<file path="src/logic/sbt_pkg.sv">
/*
  shared constants for the byte-wide serial port core.
  assumes a single 25 MHz system clock and synchronous reset.
*/
package sbt_pkg;
  localparam int unsigned CLK_MHZ       = 25;
  localparam int unsigned BYTE_BITS     = 8;
  localparam int unsigned FIFO_DEPTH    = 32;
  localparam logic [7:0]  CTRL_RESET    = 8'h00;
  localparam logic [7:0]  DATA_RESET    = 8'h00;
  // half-period counts for master divider, system clocks per sck half
  localparam logic [6:0]  HALF_DIV2     = 7'h01;
  localparam logic [6:0]  HALF_DIV4     = 7'h02;
  localparam logic [6:0]  HALF_DIV8     = 7'h04;
  localparam logic [6:0]  HALF_DIV16    = 7'h08;
  localparam logic [6:0]  HALF_DIV32    = 7'h10;
  localparam logic [6:0]  HALF_DIV64    = 7'h20;
  localparam logic [6:0]  HALF_DIV128   = 7'h40;
  localparam logic [3:0]  BIT_LAST      = 4'h8;

  typedef enum logic [2:0] {
    SBT_IDLE  = 3'b001,
    SBT_LEAD  = 3'b010,
    SBT_TRAIL = 3'b100
  } sbt_state_type;
endpackage

</file>
<file path="src/logic/sbt_fifo_if.sv">
/*
  valid/ready carrier between the core and its receive fifo.
  assumes both ends on i_clock.
*/
interface sbt_fifo_if #(parameter int WIDTH = 8);
  logic [WIDTH-1:0] data;
  logic             valid;
  logic             ready;
  modport src (output data, output valid, input ready);
  modport snk (input data, input valid, output ready);
endinterface

</file>
<file path="src/logic/sbt_core.sv">
/*
  byte-wide synchronous serial port, master or slave, with a receive fifo.
  assumes pin inputs already synchronous to i_clock; control bits are ports.
*/
module sbt_core
  import sbt_pkg::*;
(
  input  wire logic       i_clock,
  input  wire logic       i_srst,
  input  wire logic       i_power_gate_bit,
  input  wire logic       i_port_enable_bit,
  input  wire logic       i_transfer_irq_enable,
  input  wire logic       i_lsb_first,
  input  wire logic       i_master_set,
  input  wire logic       i_clk_polarity,
  input  wire logic       i_clk_phase,
  input  wire logic       i_rate_select_high,
  input  wire logic       i_rate_select_low,
  input  wire logic       i_double_speed_bit,
  input  wire logic       i_ss_is_input,
  input  wire logic       i_data_wr,
  input  wire logic [7:0] i_data_wdata,
  input  wire logic       i_rx_rd,
  input  wire logic       i_flag_clear,
  input  wire logic       i_sck,
  input  wire logic       i_mosi,
  input  wire logic       i_miso,
  input  wire logic       i_ss_n,
  output logic            o_sck,
  output logic            o_sck_oe_n,
  output logic            o_mosi,
  output logic            o_mosi_oe_n,
  output logic            o_miso,
  output logic            o_miso_oe_n,
  output logic            o_master_select_bit,
  output logic            o_transfer_done_flag,
  output logic            o_write_collision,
  output logic            o_irq,
  output logic            o_busy,
  output logic [7:0]      o_rx_data,
  output logic            o_rx_valid
);
  // ---------------------------------------------------------------
  // enable and mode
  // ---------------------------------------------------------------
  logic          en;
  logic          master_q;
  logic          mfault;
  sbt_state_type st_q;
  logic [7:0]    sh_q;
  logic [3:0]    cnt_q;
  logic [6:0]    div_q;
  logic [6:0]    half;
  logic          sck_d1_q;
  logic          done_ev;
  logic [7:0]    rx_byte;
  logic          out_bit;
  logic          in_bit;
  logic          smp_edge;
  logic          set_edge;
  logic          s_active;
  logic [7:0]    fifo_data;
  logic          fifo_valid;

  assign en = i_port_enable_bit && !i_power_gate_bit;
  assign mfault = en && master_q && i_ss_is_input && !i_ss_n;
  assign s_active = en && !master_q && !i_ss_n;

  always_ff @(posedge i_clock) begin
    if (i_srst) begin
      master_q <= 1'b0;
    end else if (mfault) begin
      master_q <= 1'b0;
    end else if (i_master_set) begin
      master_q <= 1'b1;
    end else if (!en) begin
      master_q <= 1'b0;
    end
  end

  // ---------------------------------------------------------------
  // master rate divider
  // ---------------------------------------------------------------
  always_comb begin
    unique case ({i_rate_select_high, i_rate_select_low, i_double_speed_bit})
      3'b000: half = HALF_DIV4;
      3'b001: half = HALF_DIV2;
      3'b010: half = HALF_DIV16;
      3'b011: half = HALF_DIV8;
      3'b100: half = HALF_DIV64;
      3'b101: half = HALF_DIV32;
      3'b110: half = HALF_DIV128;
      3'b111: half = HALF_DIV64;
    endcase
  end

  // ---------------------------------------------------------------
  // serial bit selection and edges
  // ---------------------------------------------------------------
  assign out_bit = i_lsb_first ? sh_q[0] : sh_q[7];
  assign in_bit  = master_q ? i_miso : i_mosi;
  // slave edge detect on the system clock; sck already synchronous
  assign smp_edge = (i_sck != sck_d1_q) && ((i_sck ^ i_clk_polarity) ^ i_clk_phase);
  assign set_edge = (i_sck != sck_d1_q) && !((i_sck ^ i_clk_polarity) ^ i_clk_phase);
  assign rx_byte  = sh_q;

  // seeded from the pin itself, so no false edge follows reset
  always_ff @(posedge i_clock) begin
    sck_d1_q <= i_sck;
  end

  // ---------------------------------------------------------------
  // transfer engine
  // ---------------------------------------------------------------
  always_ff @(posedge i_clock) begin
    if (i_srst) begin
      st_q    <= SBT_IDLE;
      sh_q    <= DATA_RESET;
      cnt_q   <= '0;
      div_q   <= '0;
      o_sck   <= 1'b0;
      o_mosi  <= 1'b0;
      o_miso  <= 1'b0;
      done_ev <= 1'b0;
    end else begin
      done_ev <= 1'b0;
      // pin values launched here so sck and data share one edge
      if (!en || mfault) begin
        st_q  <= SBT_IDLE;
        cnt_q <= '0;
        o_sck <= i_clk_polarity;
      end else if (master_q) begin
        unique case (st_q)
          SBT_IDLE: begin
            o_sck <= i_clk_polarity;
            if (i_data_wr) begin
              sh_q   <= i_data_wdata;
              o_mosi <= i_lsb_first ? i_data_wdata[0] : i_data_wdata[7];
              cnt_q  <= '0;
              div_q  <= half;
              st_q   <= SBT_LEAD;
            end
          end
          SBT_LEAD: begin
            if (div_q == 7'h01) begin
              div_q <= half;
              o_sck <= ~o_sck;
              st_q  <= SBT_TRAIL;
              // sample and setup on opposite edges
              if (!i_clk_phase) begin
                sh_q <= i_lsb_first ? {in_bit, sh_q[7:1]} : {sh_q[6:0], in_bit};
              end else begin
                o_mosi <= out_bit;
              end
            end else begin
              div_q <= div_q - 7'h01;
            end
          end
          SBT_TRAIL: begin
            if (div_q == 7'h01) begin
              div_q <= half;
              o_sck <= ~o_sck;
              cnt_q <= cnt_q + 4'h1;
              if (i_clk_phase) begin
                sh_q <= i_lsb_first ? {in_bit, sh_q[7:1]} : {sh_q[6:0], in_bit};
              end else begin
                o_mosi <= out_bit;
              end
              if (cnt_q == BIT_LAST - 4'h1) begin
                st_q    <= SBT_IDLE;
                done_ev <= 1'b1;
              end else begin
                st_q <= SBT_LEAD;
              end
            end else begin
              div_q <= div_q - 7'h01;
            end
          end
          default: st_q <= SBT_IDLE;
        endcase
      end else begin
        st_q <= SBT_IDLE;
        if (i_ss_n) begin
          cnt_q <= '0;
          if (i_data_wr) begin
            sh_q   <= i_data_wdata;
            o_miso <= i_lsb_first ? i_data_wdata[0] : i_data_wdata[7];
          end else begin
            o_miso <= out_bit;
          end
        end else begin
          if (i_data_wr && cnt_q == '0) begin
            sh_q   <= i_data_wdata;
            o_miso <= i_lsb_first ? i_data_wdata[0] : i_data_wdata[7];
          end else if (smp_edge) begin
            sh_q  <= i_lsb_first ? {in_bit, sh_q[7:1]} : {sh_q[6:0], in_bit};
            cnt_q <= cnt_q + 4'h1;
          end else if (set_edge) begin
            o_miso <= out_bit;
          end else if (cnt_q == BIT_LAST) begin
            cnt_q   <= '0;
            done_ev <= 1'b1;
          end
        end
      end
    end
  end

  // ---------------------------------------------------------------
  // status flags
  // ---------------------------------------------------------------
  logic busy;
  assign busy = master_q ? (st_q != SBT_IDLE) : (s_active && cnt_q != '0);

  always_ff @(posedge i_clock) begin
    if (i_srst) begin
      o_transfer_done_flag <= 1'b0;
    end else if (done_ev || mfault) begin
      o_transfer_done_flag <= 1'b1;
    end else if (i_flag_clear) begin
      o_transfer_done_flag <= 1'b0;
    end
  end

  always_ff @(posedge i_clock) begin
    if (i_srst) begin
      o_write_collision <= 1'b0;
    end else if (i_data_wr && busy) begin
      o_write_collision <= 1'b1;
    end else if (i_flag_clear) begin
      o_write_collision <= 1'b0;
    end
  end

  always_ff @(posedge i_clock) begin
    if (i_srst) begin
      o_irq <= 1'b0;
    end else begin
      o_irq <= i_transfer_irq_enable && (o_transfer_done_flag || done_ev);
    end
  end

  always_ff @(posedge i_clock) begin
    if (i_srst) begin
      o_busy              <= 1'b0;
      o_master_select_bit <= 1'b0;
    end else begin
      o_busy              <= busy;
      o_master_select_bit <= master_q;
    end
  end

  // ---------------------------------------------------------------
  // pins: select line is never driven here
  // ---------------------------------------------------------------
  always_ff @(posedge i_clock) begin
    if (i_srst) begin
      o_sck_oe_n  <= 1'b1;
      o_mosi_oe_n <= 1'b1;
      o_miso_oe_n <= 1'b1;
    end else begin
      o_sck_oe_n  <= !(en && master_q);
      o_mosi_oe_n <= !(en && master_q);
      o_miso_oe_n <= !s_active;
    end
  end

  // ---------------------------------------------------------------
  // receive buffering
  // ---------------------------------------------------------------
  sbt_fifo_if #(.WIDTH(BYTE_BITS)) rxf ();
  assign rxf.data  = rx_byte;
  assign rxf.valid = done_ev && !mfault;

  sbt_fifo #(.WIDTH(BYTE_BITS), .DEPTH(FIFO_DEPTH)) u_rx_fifo (
    .i_clock (i_clock),
    .i_srst  (i_srst),
    .wr      (rxf.snk),
    .o_data  (fifo_data),
    .o_valid (fifo_valid),
    .i_ready (i_rx_rd)
  );

  always_ff @(posedge i_clock) begin
    if (i_srst) begin
      o_rx_data  <= DATA_RESET;
      o_rx_valid <= 1'b0;
    end else begin
      o_rx_data  <= fifo_data;
      o_rx_valid <= fifo_valid;
    end
  end

  // ---------------------------------------------------------------
  // checks
  // ---------------------------------------------------------------
  a_gate_blocks: assert property (@(posedge i_clock) disable iff (i_srst)
    i_power_gate_bit |=> o_sck_oe_n && o_mosi_oe_n && o_miso_oe_n)
    else $error("pins driven while gated");
  a_miso_idle: assert property (@(posedge i_clock) disable iff (i_srst)
    (!master_q && i_ss_n) |=> o_miso_oe_n)
    else $error("miso driven while deselected");
  a_fault_slave: assert property (@(posedge i_clock) disable iff (i_srst)
    mfault |=> !master_q && o_transfer_done_flag)
    else $error("mode fault not handled");
  a_done_sets: assert property (@(posedge i_clock) disable iff (i_srst)
    done_ev |=> o_transfer_done_flag)
    else $error("done flag missing");
  a_irq_follow: assert property (@(posedge i_clock) disable iff (i_srst)
    (o_transfer_done_flag && i_transfer_irq_enable) |=> o_irq)
    else $error("irq missing");
  a_start_write: assert property (@(posedge i_clock) disable iff (i_srst)
    (en && master_q && !mfault && st_q == SBT_IDLE && i_data_wr) |=> st_q == SBT_LEAD)
    else $error("master did not start");
  a_collide_flag: assert property (@(posedge i_clock) disable iff (i_srst)
    (i_data_wr && busy) |=> o_write_collision)
    else $error("collision not flagged");
  a_slave_reset: assert property (@(posedge i_clock) disable iff (i_srst)
    (en && !master_q && !mfault && !i_master_set && i_ss_n) |=> cnt_q == '0)
    else $error("slave count not cleared");
  a_master_dirs: assert property (@(posedge i_clock) disable iff (i_srst)
    (en && master_q) |=> !o_sck_oe_n && !o_mosi_oe_n && o_miso_oe_n)
    else $error("master pin directions");
  c_master_done: cover property (@(posedge i_clock) master_q && done_ev);
  c_slave_done: cover property (@(posedge i_clock) !master_q && done_ev);
  c_fault: cover property (@(posedge i_clock) mfault);
  c_collide: cover property (@(posedge i_clock) i_data_wr && busy);
endmodule // sbt_core

</file>
<file path="src/logic/sbt_fifo.sv">
/*
  synchronous fifo with valid/ready on both sides.
  assumes one clock, synchronous active-high reset.
*/
module sbt_fifo #(
  parameter int WIDTH = 8,
  parameter int DEPTH = 32
) (
  input  wire logic             i_clock,
  input  wire logic             i_srst,
  sbt_fifo_if.snk               wr,
  output logic [WIDTH-1:0]      o_data,
  output logic                  o_valid,
  input  wire logic             i_ready
);
  localparam int AW = $clog2(DEPTH);
  logic [WIDTH-1:0] mem [DEPTH];
  logic [AW:0]      wp_q;
  logic [AW:0]      rp_q;
  logic             full;
  logic             empty;

  assign full    = (wp_q[AW] != rp_q[AW]) && (wp_q[AW-1:0] == rp_q[AW-1:0]);
  assign empty   = (wp_q == rp_q);
  assign wr.ready = !full;
  assign o_valid = !empty;
  assign o_data  = mem[rp_q[AW-1:0]];

  always_ff @(posedge i_clock) begin
    if (wr.valid && !full) begin
      mem[wp_q[AW-1:0]] <= wr.data;
    end
  end

  always_ff @(posedge i_clock) begin
    if (i_srst) begin
      wp_q <= '0;
    end else if (wr.valid && !full) begin
      wp_q <= wp_q + 1'b1;
    end
  end

  always_ff @(posedge i_clock) begin
    if (i_srst) begin
      rp_q <= '0;
    end else if (i_ready && !empty) begin
      rp_q <= rp_q + 1'b1;
    end
  end
endmodule // sbt_fifo

</file>
<file path="config.mk">
export PLATFORM = sky130hd
export DESIGN_NAME = sbt_core
export DESIGN_NICKNAME = d
export VERILOG_FILES = /design/src/logic/sbt_pkg.sv /design/src/logic/sbt_fifo_if.sv /design/src/logic/sbt_core.sv /design/src/logic/sbt_fifo.sv
export SDC_FILE = /design/constraint.sdc
export NUM_CORES = 1
export LEC_CHECK = 0
export CAP_MARGIN = 20
export CELL_PAD_IN_SITES_DETAIL_PLACEMENT = 0
export CELL_PAD_IN_SITES_GLOBAL_PLACEMENT = 2
export CORE_AREA = 5 5 190 192
export CTS_CLUSTER_SIZE = 30
export DETAILED_ROUTE_END_ITERATION = 8
export DIE_AREA = 0 0 195 197
export DONT_BUFFER_PORTS = 1
export PLACE_DENSITY = 0.75
export SYNTH_ARGS = -nofsm -noshare
export SYNTH_HDL_FRONTEND = slang
export SYNTH_SLANG_ARGS = --single-unit
</file>
<file path="constraint.sdc">
create_clock -name i_clock -period 4.3 [get_ports i_clock]
set_input_delay 0.43 -clock i_clock [delete_from_list [all_inputs] [get_ports i_clock]]
set_output_delay 0.43 -clock i_clock [all_outputs]
set_load 0.005 [all_outputs]
</file>
======== Yosys cells after proc, flatten, opt, wreduce, memory -nomap -nowiden ========
Memory sizes are Yosys's and may differ from the RTL's. A register that Yosys moved wholly into a read port is not among the register bits.
Cells that the tools add are included.
storage, ports and cells
  register bits after elaboration ......... 48
  bits in writable memories ............... 256
  memory bits (read-only) ................. 56
  input port bits ......................... 28
  logic and storage cells ................. 173
  memories kept ........................... 2
memory list
  memory           depth  bits a word  rd ports  clocked after memory_dff  write ports  RTL line        RTL
  u_rx_fifo.mem    32     8            1         1                         1            sbt_fifo.sv:17  logic [WIDTH-1:0] mem [DEPTH];
  (no name shown)  8      7            1         0                         0            sbt_core.sv:85  unique case ({i_rate_select_high, i_rate_select_low, i_double_speed_bit})
operators by class
  add/subtract/negate cells ............... 4
  equality and inequality tests ........... 28
  mux-type cells .......................... 63
  bitwise gates (word level) .............. 5
  reduce and logical (&&, ||, !) cells .... 51
operators with widths
  operator                                              number
  two-way mux 8 bit                                     10
  two-way mux 1 bit                                     33
  two-way mux 4 bit                                     8
  one-hot mux 8 bit (3 select lines)                    1
  != test 3 bit (second input constant)                 6
  logical AND 1 bit                                     16
  two-way mux 7 bit                                     2
  one-hot mux 7 bit (2 select lines)                    1
  adder 6 x 1 -> 6 bit (second input constant)          2
  != test 2 bit (second input constant)                 6
  nonzero test 4 bit                                    3
  logical NOT 1 bit                                     10
  two-way mux 3 bit                                     3
  != test 3 x 1 -> 1 bit (second input constant)        3
  one-hot mux 3 bit (3 select lines)                    1
  nonzero test 3 bit                                    3
  one-hot mux 4 bit (2 select lines)                    1
  AND reduction 4 bit                                   2
  AND reduction 8 bit                                   1
  nonzero test 2 bit                                    4
  equality test 7 x 1 -> 1 bit (second input constant)  1
  AND reduction 7 bit                                   1
  subtractor 7 x 1 -> 7 bit (second input constant)     1
  equality test 6 bit                                   1
  22 further kinds                                      31

======== Depth between registers and ports, before layout ========
Gate-level depths: netlist of the first run.
  word-level depth ........................ 10
  gate-level depth with buffers ........... 9
  gate-level depth less buffers ........... 7

======== By module ========
A second synthesis of the first run with hierarchy kept.
second synthesis, totals
  cells, all modules ...................... 812
  area, all modules ....................... 13372.8 µm²
modules (own cells, without submodules)
  module    times used  cells each  area each (µm²)  sequential area each (µm²)
  sbt_fifo  1           493         10680.2          8027.7
  sbt_core  1           319         2692.6           880.8

======== Least setup slack after synthesis of the first run ========
Ideal clock, no wire load.
  path type ............................... input to register
  from .................................... input i_ss_n
  to ...................................... memory u_rx_fifo.mem[28][0] (enable)
  library setup time ...................... 0.370 ns
  arrival ................................. 1.831 ns
  data required time ...................... 3.930 ns
  path slack .............................. 2.099 ns
  stages .................................. 7
  cells stage by stage .................... clkbuf_1 -> nor2b_1 -> nand3_1 -> o311a_1 -> buf_2 -> nand2_1 -> nor2_1
on the way
  cells in the longest elaborated chain, start to end .. 7
RTL lines
  item                                     RTL line         RTL
  from (decl)                              sbt_core.sv:28   input wire logic i_ss_n,
  logical NOT 1 bit                        sbt_core.sv:66   assign mfault = en && master_q && i_ss_is_input && !i_ss_n;
  logical AND 1 bit                        sbt_core.sv:66
  logical NOT 1 bit                        sbt_core.sv:273  assign rxf.valid = done_ev && !mfault;
  logical AND 1 bit                        sbt_core.sv:273
  logical AND 1 bit                        sbt_fifo.sv:30   if (wr.valid && !full) begin
  two-way mux 1 bit                        sbt_fifo.sv:30
  two-way mux 1 bit (implied by the code)  sbt_fifo.sv:31   mem[wp_q[AW-1:0]] <= wr.data;
  to (decl)                                sbt_fifo.sv:17
No other way between the ends.

======== Worst setup path in the final report of the first run ========
  from .................................... register u_rx_fifo.wp_q[2]
  to ...................................... memory u_rx_fifo.mem[25][5] (enable)
on the way
  cells in the longest elaborated chain, start to end .. 6
RTL lines
  item                                     RTL line        RTL
  from (decl)                              sbt_fifo.sv:18  logic [AW:0] wp_q;
  from (signal assigned)                   sbt_fifo.sv:39  wp_q <= wp_q + 1'b1;
  equality test 5 bit                      sbt_fifo.sv:23  assign full = (wp_q[AW] != rp_q[AW]) && (wp_q[AW-1:0] == rp_q[AW-1:0]);
  logical AND 1 bit                        sbt_fifo.sv:23
  logical NOT 1 bit                        -
  logical AND 1 bit                        sbt_fifo.sv:30
  two-way mux 1 bit                        sbt_fifo.sv:30
  two-way mux 1 bit (implied by the code)  sbt_fifo.sv:31
Parallel ways exist; a longest one is shown, timed or not.

==> summary.md, run 1 <==
| Metric | Value |
|---|---|
| Status | finished, final reports clean |
| Die width | 195 um |
| Power Density | 420.7 mW/mm^2 |
| Cell area after layout | 0.01504 sq mm |
| CTS clk-pin slew, worst paths | around 70 ps |
| Syn nets | 897 |
| Worst slew pin tran | 991.6 ps |
| Peak supply drop | 0.3262 mV |
| Antenna Nets Post-Route | 0 |
| Clock buffer count from CTS | 31 |
| Primary flip-flop cell chosen by synthesis mapping | edfxtp_1 |
| Dpl cell area | 0.01391 sq mm |
| Final max-slew violation count | 0 |
| Post-synth EDFFs | 256 |
| Die Span Y | 197 um |
| CP Capture Type | register |
| Clock root cell | clkbuf_16 |
| Total I/O pin count | 48 |
| Max-slew headroom | 33.89% |
| Buffers added on ports | 0 |
| Max Cap Viol | 0 |
| Worst Hold Class | in2reg |
| Final Util | 43.97% |
| WP data arrival | ~2900 ps |
| Grt total ovfl | 0 |
| Pre-CTS WS | 1554 ps |
| Core area | around 0.034 sq mm |
| CTS max path bufs | 3 |
| Initial antenna violation count | 0 |
| Gate Count Post-Synth | 856 |
| Initial DRT Pass Iterations | 5 |
| FFs w/ async S/R, synth | 0% |
| H-Tree Depth | 1 |
| Final number of setup-violating endpoints | 0 |
| Final hold viol count | 0 |
| Critical Path Fanout Max | 11 |
| Antenna Cells | 0 |
| Initial DRC count | 432 |
| Seq/Total Area, Yosys | 65.11% |
| Post-CTS Setup Inserts | 0 |
| Average size of a mapped cell | 15.81 sq um |
| Area Overhead vs Synth | 11.16% |
| Yosys reg bits | 312 |
| LEAKAGE | 4.592 nW |
| Reg2reg setup slack | 1560 ps |
| Largest net degree at the start of global routing | 68 |
| GRT Util Overall | ~16% |
| CTS tree | yes |
| Die area | 0.03842 sq mm |
| Layout cells sized above 1 | 21.23% |
| Mapped cell area | 0.01353 sq mm |
| First-pass GRT wire length | 47400 um |
| Setup repair after global routing missed its margin | false |
| Min Tclk post-route | 2737 ps |
| DR WL/cell | approximately 23 um |
| Vias in the first global route | 7464 |
| Routed WL | 31280 um |
| Netlist cell types | 69 |
| Fmax | 0.3654 GHz |
| Total negative slack | 0 ps |
| Setup ws final | 1563 ps |
| Warnings from Yosys | 0 |
| Crit start category | register |
| Nets | between 800 and 900 |
| DRC | 0 |
| Routability congestion estimate | 0.7530 |
| Vias/cell | 5.570 |
| Detailed Place HPWL | just under 20000 um |
| WP data required | 4490 ps |
| Final period utilization | 63.64% |
| Starting Density | slightly below 40% |
| Setup Skew | approximately 11 ps |
| Total power | 6.328 mW |
| Vias after detailed routing | 7441 |
| Clock sinks | between 300 and 400 |
| Clock latency on the worst-skew pair | 570 ps |
| Core Rows | a little under 70 |
| CP Class | reg2reg |
==> cells by family after synthesis <==
kind of cell | Yosys count | share of synthesized area, %
XOR/XNOR | 16 | 1.036
multiplexers | 112 | 15.17
buffers and inverters | 70 | 2.802
adder cells (fa/ha/maj) | 13 | 1.202
AND/OR/NAND/NOR | 210 | 8.027
AO/OA/AOI/OAI | 123 | 6.659
flip-flops | 312 | 65.11
==> worst max-delay path, cell delays in order (launching register included) <==
cell     delay (ps)
dfxtp_1         520
xnor2_1         120
nand3_1         220
o311a_1         370
nand2_1         420
nor2_1          710
==> path summary, 6_finish.rpt <==
kind,start,endpoint,depth (start not counted)
worst max-delay path,u_rx_fifo.wp_q[2]$_SDFFE_PP0P_,u_rx_fifo.mem[25][5]$_DFFE_PP_,5
worst min-delay path,i_srst,rx_byte[7]$_SDFFE_PP0P_,3
worst max register to register,u_rx_fifo.wp_q[2]$_SDFFE_PP0P_,u_rx_fifo.mem[25][5]$_DFFE_PP_,5
worst min register to register,div_q[4]$_SDFFE_PP0P_,div_q[4]$_SDFFE_PP0P_,2
==> Yosys cell counts (all sizes together) (4+ instances only) <==
| cell | n | area share, % |
|---|---|---|
| nand2b | 7 | 0.32 |
| a2111oi | 6 | 0.39 |
| or3b | 5 | 0.32 |
| a311oi | 11 | 0.94 |
| o21ai | 22 | 0.81 |
| dfxtp | 56 | 8.3 |
| nand3b | 8 | 0.44 |
| nor3 | 16 | 0.68 |
| nand2 | 27 | 0.75 |
| nand3 | 8 | 0.30 |
| nor3b | 7 | 0.39 |
| a21oi | 30 | 1.2 |
| a221oi | 7 | 0.45 |
| o22ai | 10 | 0.46 |
| inv | 18 | 0.50 |
| nor2b | 15 | 0.69 |
| nor4 | 4 | 0.18 |
| nor2 | 84 | 2.3 |
| mux2i | 16 | 1.2 |
| a211oi | 5 | 0.28 |
| xor2 | 7 | 0.45 |
| clkbuf | 20 | 0.55 |
| a31oi | 4 | 0.18 |
| o211ai | 4 | 0.32 |
| ha | 13 | 1.2 |
| mux2 | 24 | 2.0 |
| and3 | 7 | 0.32 |
| mux4 | 72 | 12 |
| or2 | 4 | 0.18 |
| edfxtp | 256 | 57 |
| o31ai | 5 | 0.28 |
| xnor2 | 9 | 0.58 |
| buf | 32 | 1.7 |
==> per-stage QoR <==
stage | cells | hold WS [ps]
after detailed placement | 1274 | 458.4
after global placement | 1274 | 458.4
after floorplan | 856 | 457.7
after CTS | 1336 | 28.98
final | 1336 | 56.66
after global routing | 1336 | 40.41
==> area by class of cell <==
| type | instances | area [sq um] |
|---|---|---|
| well taps | 455 | 569.3 |
| inverters | 18 | 67.56 |
| clock inverters | 18 | 260.3 |
| multi-input cells | 474 | 4342 |
| flip-flops and latches | 312 | 8816 |
| repair buffers | 21 | 182.7 |
| fillers | 3054 | 19160 |
| clock buffers | 38 | 802.0 |
==> state kept, by name, summed over array words and instances (netlist names), 3 cells and up <==
| name | flops |
|---|---|
| u_rx_fifo.mem | 256 |
| o_rx_data | 8 |
| rx_byte | 8 |
| div_q | 7 |
| u_rx_fifo.rp_q | 6 |
| u_rx_fifo.wp_q | 6 |
| cnt_q | 4 |
| st_q | 3 |
==> cell usage in the layout, fill, tap and decap left out, types with 6 or more instances in the layout <==
cell type,n
a2111oi_0,6
a21oi_1,27
a221oi_1,7
a311oi_1,6
and3_1,7
buf_4,15
bufinv_16,6
clkbuf_1,7
clkbuf_16,31
clkinv_2,6
dfxtp_1,52
edfxtp_1,256
ha_1,13
inv_1,18
mux2_2,24
mux2i_1,16
mux4_2,72
nand2_1,27
nand2b_1,7
nand3_1,8
nand3b_1,8
nor2_1,83
nor2b_1,15
nor3_1,15
nor3b_1,7
o21ai_0,18
o22ai_1,10
xnor2_1,9
xor2_1,7
==> power by group <==
part | internal (mW) | switching [mW] | total [mW]
clock | 1.69 | 1.14 | 2.82
combinational | 0.0676 | 0.120 | 0.187
sequential | 3.29 | 0.0280 | 3.32
total | 5.04 | 1.28 | 6.33
==> what timing repair did <==
item / in CTS / in global routing
resized for setup: 0 / 0
hold endpoints to repair: 43 / 0
hold buffers: 6 / 0
==> metal layers <==
layer | part of all wire, % | up-vias | track usage [%]
met5 | 0 | - | 0
met4 | 2.2 | 0 | 4.215
met3 | 5.8 | 36 | 2.803
met2 | 47 | 216 | 25.28
met1 | 45 | 3805 | 23.21
li1 | - | 3384 | -
(Power assumes the default switching activity.)
==> inputs of run 2 (changes only) <==
Clock period 4.3 ns to 2.7 ns, I/O delays scaled along.
==> summary.md, run 2 (synthesized netlist as in run 1, its figures left out) <==
| Metric | Value |
|---|---|
| Status | finished, final reports clean |
| CTS tree | yes |
| WP data arrival | 2990 ps (+60 ps) |
| Largest net degree at the start of global routing | 68 (unchanged) |
| Buffers added on ports | 0 (unchanged) |
| Max-slew headroom | 46.26% (+12 points) |
| Worst reg2reg path startpoint | st_q[0]$_SDFFE_PP1P_ |
| Final hold viol count | 0 (unchanged) |
| Crit path cell chain | or3b_2 > a311oi_4 > buf_4 > nor3b_1 > a21oi_1 > a21oi_1 > dlygate4sd3_1 |
| First-pass GRT wire length | 47790 um (+0.83%) |
| Final number of setup-violating endpoints | 0 (unchanged) |
| CP top delay family | buffers and inverters |
| Setup Skew | 24.09 ps (+13.43 ps) |
| Final max-slew violation count | 0 (unchanged) |
| Starting Density | 39.56% (unchanged) |
| Total negative slack | 0 ps (unchanged) |
| H-Tree Depth | 2 (+1) |
| Worst Hold Class | in2reg |
| Fmax | 0.3960 GHz (+8.4%) |
| Cell Count, Final, Fillers Out | 1363 (+2.0%) |
| Routability congestion estimate | 0.7843 (+4.2%) |
| Worst slew pin tran | 803.1 ps (-188.5 ps) |
| Grt total ovfl | 0 (unchanged) |
| Die Span Y | 197 um (unchanged) |
| Nets | 923 (+2.7%) |
| Total power | 10.10 mW (+60%) |
| Crit start category | register |
| CP peak stage delay | 550 ps (-160 ps) |
| Commonest non-fill, non-tap cell in the layout | edfxtp_1 |
| Core area | 0.03420 sq mm (unchanged) |
| Largest register FFs | 256 (unchanged) |
| Min Tclk post-route | 2525 ps (-211.5 ps) |
| Vias/cell | 5.554 (-0.28%) |
| Placed cells | 1290 (+1.3%) |
| Clock sinks | 312 (unchanged) |
| Critical Path Fanout Max | 11 (unchanged) |
| LEAKAGE | 4.732 nW (+3.1%) |
| Initial antenna violation count | 0 (unchanged) |
| Layout cells sized above 1 | 22.36% (+1.1 points) |
| Most used cell along the critical path | a21oi_1 |
| Power Density | 661.3 mW/mm^2 (+57%) |
| Setup repair after global routing missed its margin | false |
| Clock buffer count from CTS | 34 (+9.7%) |
| Commonest non-fill, non-tap cells in the layout | edfxtp_1 (256), nor2_1 (83), mux4_2 (72) |
| Die width | 195 um (unchanged) |
| WP data required | 3160 ps (-1330 ps) |
| CTS max path bufs | 3 (unchanged) |
| CP max-delay cell | dlygate4sd3_1 |
| Antenna Nets Post-Route | 0 (unchanged) |
| Antenna Cells | 0 (unchanged) |
| Detailed Place HPWL | 19880 um (+0.18%) |
| Setup ws final | 174.9 ps (-1389 ps) |
| Core Rows | 68 (unchanged) |
| CP bufs+invs | 2 (+2) |
| Vias in the first global route | 7586 (+1.6%) |
| HP Start | i_flag_clear |
| DR WL/cell | 22.81 um (-2.6%) |
| DRC | 0 (unchanged) |
| Final period utilization | 93.52% (+30 points) |
| Initial DRT Pass Iterations | 5 (unchanged) |
| Total I/O pin count | 48 (unchanged) |
| CP Class | reg2reg |
| CTS clk-pin slew, worst paths | 60 ps (about the same) |
| Peak supply drop | 0.3762 mV (+15%) |
| Die area | 0.03842 sq mm (unchanged) |
| Hold WS | 27.01 ps (-29.65 ps) |
| Clock root cell | clkbuf_16 |
| Crit path from | st_q[0]$_SDFFE_PP1P_ |
| Clock latency on the worst-skew pair | 520 ps (-50 ps) |
| Pre-CTS WS | 156.0 ps (-1398 ps) |
| GRT Util Overall | 16.06% (+0.058 points) |
| CP Capture Type | register |
| Routed WL | 31090 um (-0.60%) |
| Max Cap Viol | 0 (unchanged) |
| Vias after detailed routing | 7570 (+1.7%) |
| Initial DRC count | 587 (+36%) |
| Area Overhead vs Synth | 12.89% |
-- run 2: layout make-up --
type | instances | area (sq um)
clock inverters | 20 | 182.7
repair buffers | 42 | 382.9
fillers | 3011 | 18930
well taps | 455 | 569.3
inverters | 18 | 67.56
clock buffers | 42 | 902.1
multi-input cells | 474 | 4353
flip-flops and latches | 312 | 8816
-- run 2: per-stage QoR --
stage	util (%)	cell area (sq um)
final	44.66	15270
after global routing	44.66	15270
after CTS	44.59	15250
after detailed placement	41.08	14050
after global placement	41.08	14050
after floorplan	-	13530
-- run 2: worst paths after layout --
path,depth (start not counted),endpoint,slack [ps]
min reg2reg,2,div_q[4]$_SDFFE_PP0P_,500
max reg2reg,7,div_q[0]$_SDFFE_PP0P_,170
max,7,div_q[0]$_SDFFE_PP0P_,170
min,3,o_transfer_done_flag$_SDFFE_PP0P_,30
-- run 2: report_power, final --
part	switching (mW)	leakage (nW)	internal (mW)
combinational	0.208	1.50	0.117
clock	1.84	0.534	2.68
sequential	0.0243	2.70	5.24
total	2.07	4.73	8.03
-- run 2: metal layers --
metal  GRT usage (%)  routed length [um]
met1           23.16               13970
met2           25.01               14540
met3           3.436                1989
met4           4.319                 593
met5               0                   0
-- run 2: worst min-delay path, cell delays in order --
cell,delay [ps]
inv_1,30
a21oi_1,50
a21oi_1,130
-- run 2: timing repair --
| item | 4_1_cts | 5_1_grt |
|---|---|---|
| gates resized for setup | 0 | 3 |
| hold endpoints to repair | 46 | 0 |
| hold buffers | 10 | 0 |
| endpoints found under the setup margin | 0 | 1 |
| setup buffers | 0 | 0 |
==> inputs of run 3 (changes only) <==
Settings changed: RECOVER_POWER set to 25.
==> summary.md, run 3 (synthesized netlist as in run 1, its figures left out) <==
| Metric | Value |
|---|---|
| Largest register FFs | 256 (unchanged) |
| DRC | 0 (unchanged) |
| Vias/cell | 5.546 (-0.15%) |
| CTS clk-pin slew, worst paths | 60 ps (about the same) |
| Die width | 195 um (unchanged) |
| Core area | 0.03420 sq mm (unchanged) |
| Power Density | 662.2 mW/mm^2 (+0.13%) |
| LEAKAGE | 4.711 nW (-0.44%) |
| Vias after detailed routing | 7559 (-0.15%) |
| Antenna Cells | 0 (unchanged) |
| CTS max path bufs | 3 (unchanged) |
| Initial DRT Pass Iterations | 5 (unchanged) |
| CP Capture Type | register |
| First-pass GRT wire length | 47790 um (unchanged) |
| Initial DRC count | 512 (-13%) |
| Fmax | 0.3950 GHz (-0.26%) |
| Status | finished, violations left |
| Grt total ovfl | 0 (unchanged) |
| Area Overhead vs Synth | 12.75% |
| Dpl cell area | 0.01405 sq mm (unchanged) |
| Starting Density | 39.56% (unchanged) |
| Violated checks | max-capacitance violations, max-slew violations |
| Die area | 0.03842 sq mm (unchanged) |
| Antenna Nets Post-Route | 0 (unchanged) |
| Layout cells sized above 1 | 21.81% (-0.55 points) |
| Clock root cell | clkbuf_16 |
| Min Tclk post-route | 2532 ps (+6.459 ps) |
| Post-CTS Setup Inserts | 0 (unchanged) |
| Nets | 923 (unchanged) |
| Buffers added on ports | 0 (unchanged) |
| Crit start category | register |
| Core Rows | 68 (unchanged) |
| Final max-slew violation count | 174 (+174) |
| Die Span Y | 197 um (unchanged) |
| Commonest non-fill, non-tap cells in the layout | edfxtp_1 (256), nor2_1 (83), mux4_2 (72) |
| Clock sinks | 312 (unchanged) |
| Critical Path Fanout Max | 11 (unchanged) |
| Cell area after layout | 0.01525 sq mm (-0.12%) |
| Routed WL | 31120 um (about the same) |
| Worst Hold Class | in2reg |
| Final hold viol count | 0 (unchanged) |
| Reg2reg setup slack | 170 ps (about the same) |
| Final period utilization | 93.76% (+0.24 points) |
| Peak supply drop | 0.3759 mV (about the same) |
| Vias in the first global route | 7586 (unchanged) |
| Setup Skew | 25.01 ps (+0.9136 ps) |
| Layout fillers | 3018 (+0.23%) |
| CP Class | reg2reg |
| Final number of setup-violating endpoints | 0 (unchanged) |
| Placed cells | 1290 (unchanged) |
| DR WL/cell | 22.83 um (about the same) |
| Max-slew headroom | -16.05% (-62 points) |
| WP data required | 3160 ps (about the same) |
| Clock latency on the worst-skew pair | 520 ps (about the same) |
| Commonest non-fill, non-tap cell in the layout | edfxtp_1 |
| Initial antenna violation count | 0 (unchanged) |
| Total negative slack | 0 ps (unchanged) |
| Clock buffer count from CTS | 34 (unchanged) |
| WP data arrival | 2990 ps (about the same) |
| GRT Util Overall | 16.06% (unchanged) |
| Largest net degree at the start of global routing | 68 (unchanged) |
| H-Tree Depth | 2 (unchanged) |
| Setup repair after global routing missed its margin | false |
| Routability congestion estimate | 0.7843 (unchanged) |
| Total I/O pin count | 48 (unchanged) |
| Worst slew pin tran | 1741 ps (+937.6 ps) |
| Detailed Place HPWL | 19880 um (unchanged) |
| Cell Count, Final, Fillers Out | 1363 (unchanged) |
| Max Cap Viol | 5 (+5) |
| CTS tree | yes |
-- run 3: area by class of cell --
class                      instances  area, sq um  area share, %
inverter                          18        67.56         0.4429
sequential                       312         8816          57.79
clock inverter                    20        182.7          1.198
tap                              455        569.3          3.732
clock buffer                      42        902.1          5.914
timing repair buffer              42        364.1          2.387
multi-input combinational        474         4353          28.54
-- run 3: critical path, cell delays in order, from the launching register on --
cell,delay [ps]
dfxtp_1,430
or3b_2,550
a311oi_4,380
buf_4,230
nor3b_1,190
a21oi_1,60
a21oi_1,120
dlygate4sd3_1,550
-- run 3: metal layers --
layer	track usage [%]	vias to the layer above	wire length, um
met5	0	-	0
met4	4.319	0	594
met3	3.436	39	1962
met2	25.01	226	14490
met1	23.16	3846	14070
li1	-	3448	-
-- run 3: path summary, 6_finish.rpt --
check                   startpoint                                end  cells past startpoint
max           st_q[0]$_SDFFE_PP1P_              div_q[0]$_SDFFE_PP0P_                      7
min                   i_flag_clear  o_transfer_done_flag$_SDFFE_PP0P_                      3
min reg2reg  div_q[4]$_SDFFE_PP0P_              div_q[4]$_SDFFE_PP0P_                      2
max reg2reg   st_q[0]$_SDFFE_PP1P_              div_q[0]$_SDFFE_PP0P_                      7
-- run 3: timing repair --
item,CTS,global route
endpoints found under the hold margin,46,0
hold buffers,10,0
endpoints found under the setup margin,0,1
resized for setup,0,3
-- run 3: through the flow --
stage          utilization, %  hold slack, ps  power [mW]  setup WS, ps
3_3_place_gp            41.08           298.4       5.662         143.3
3_5_place_dp            41.08           298.3       5.665         156.0
2_1_floorplan               -           297.7       5.570         526.2
5_1_grt                 44.60           26.92       10.46         7.949
6_report                44.60           26.63       10.10         168.4
4_1_cts                 44.59           3.963       10.21         58.12
-- run 3: where the power goes --
group | switching (mW) | internal, mW
Combinational | 0.208 | 0.113
Sequential | 0.0241 | 5.24
Clock | 1.84 | 2.68
Total | 2.07 | 8.03
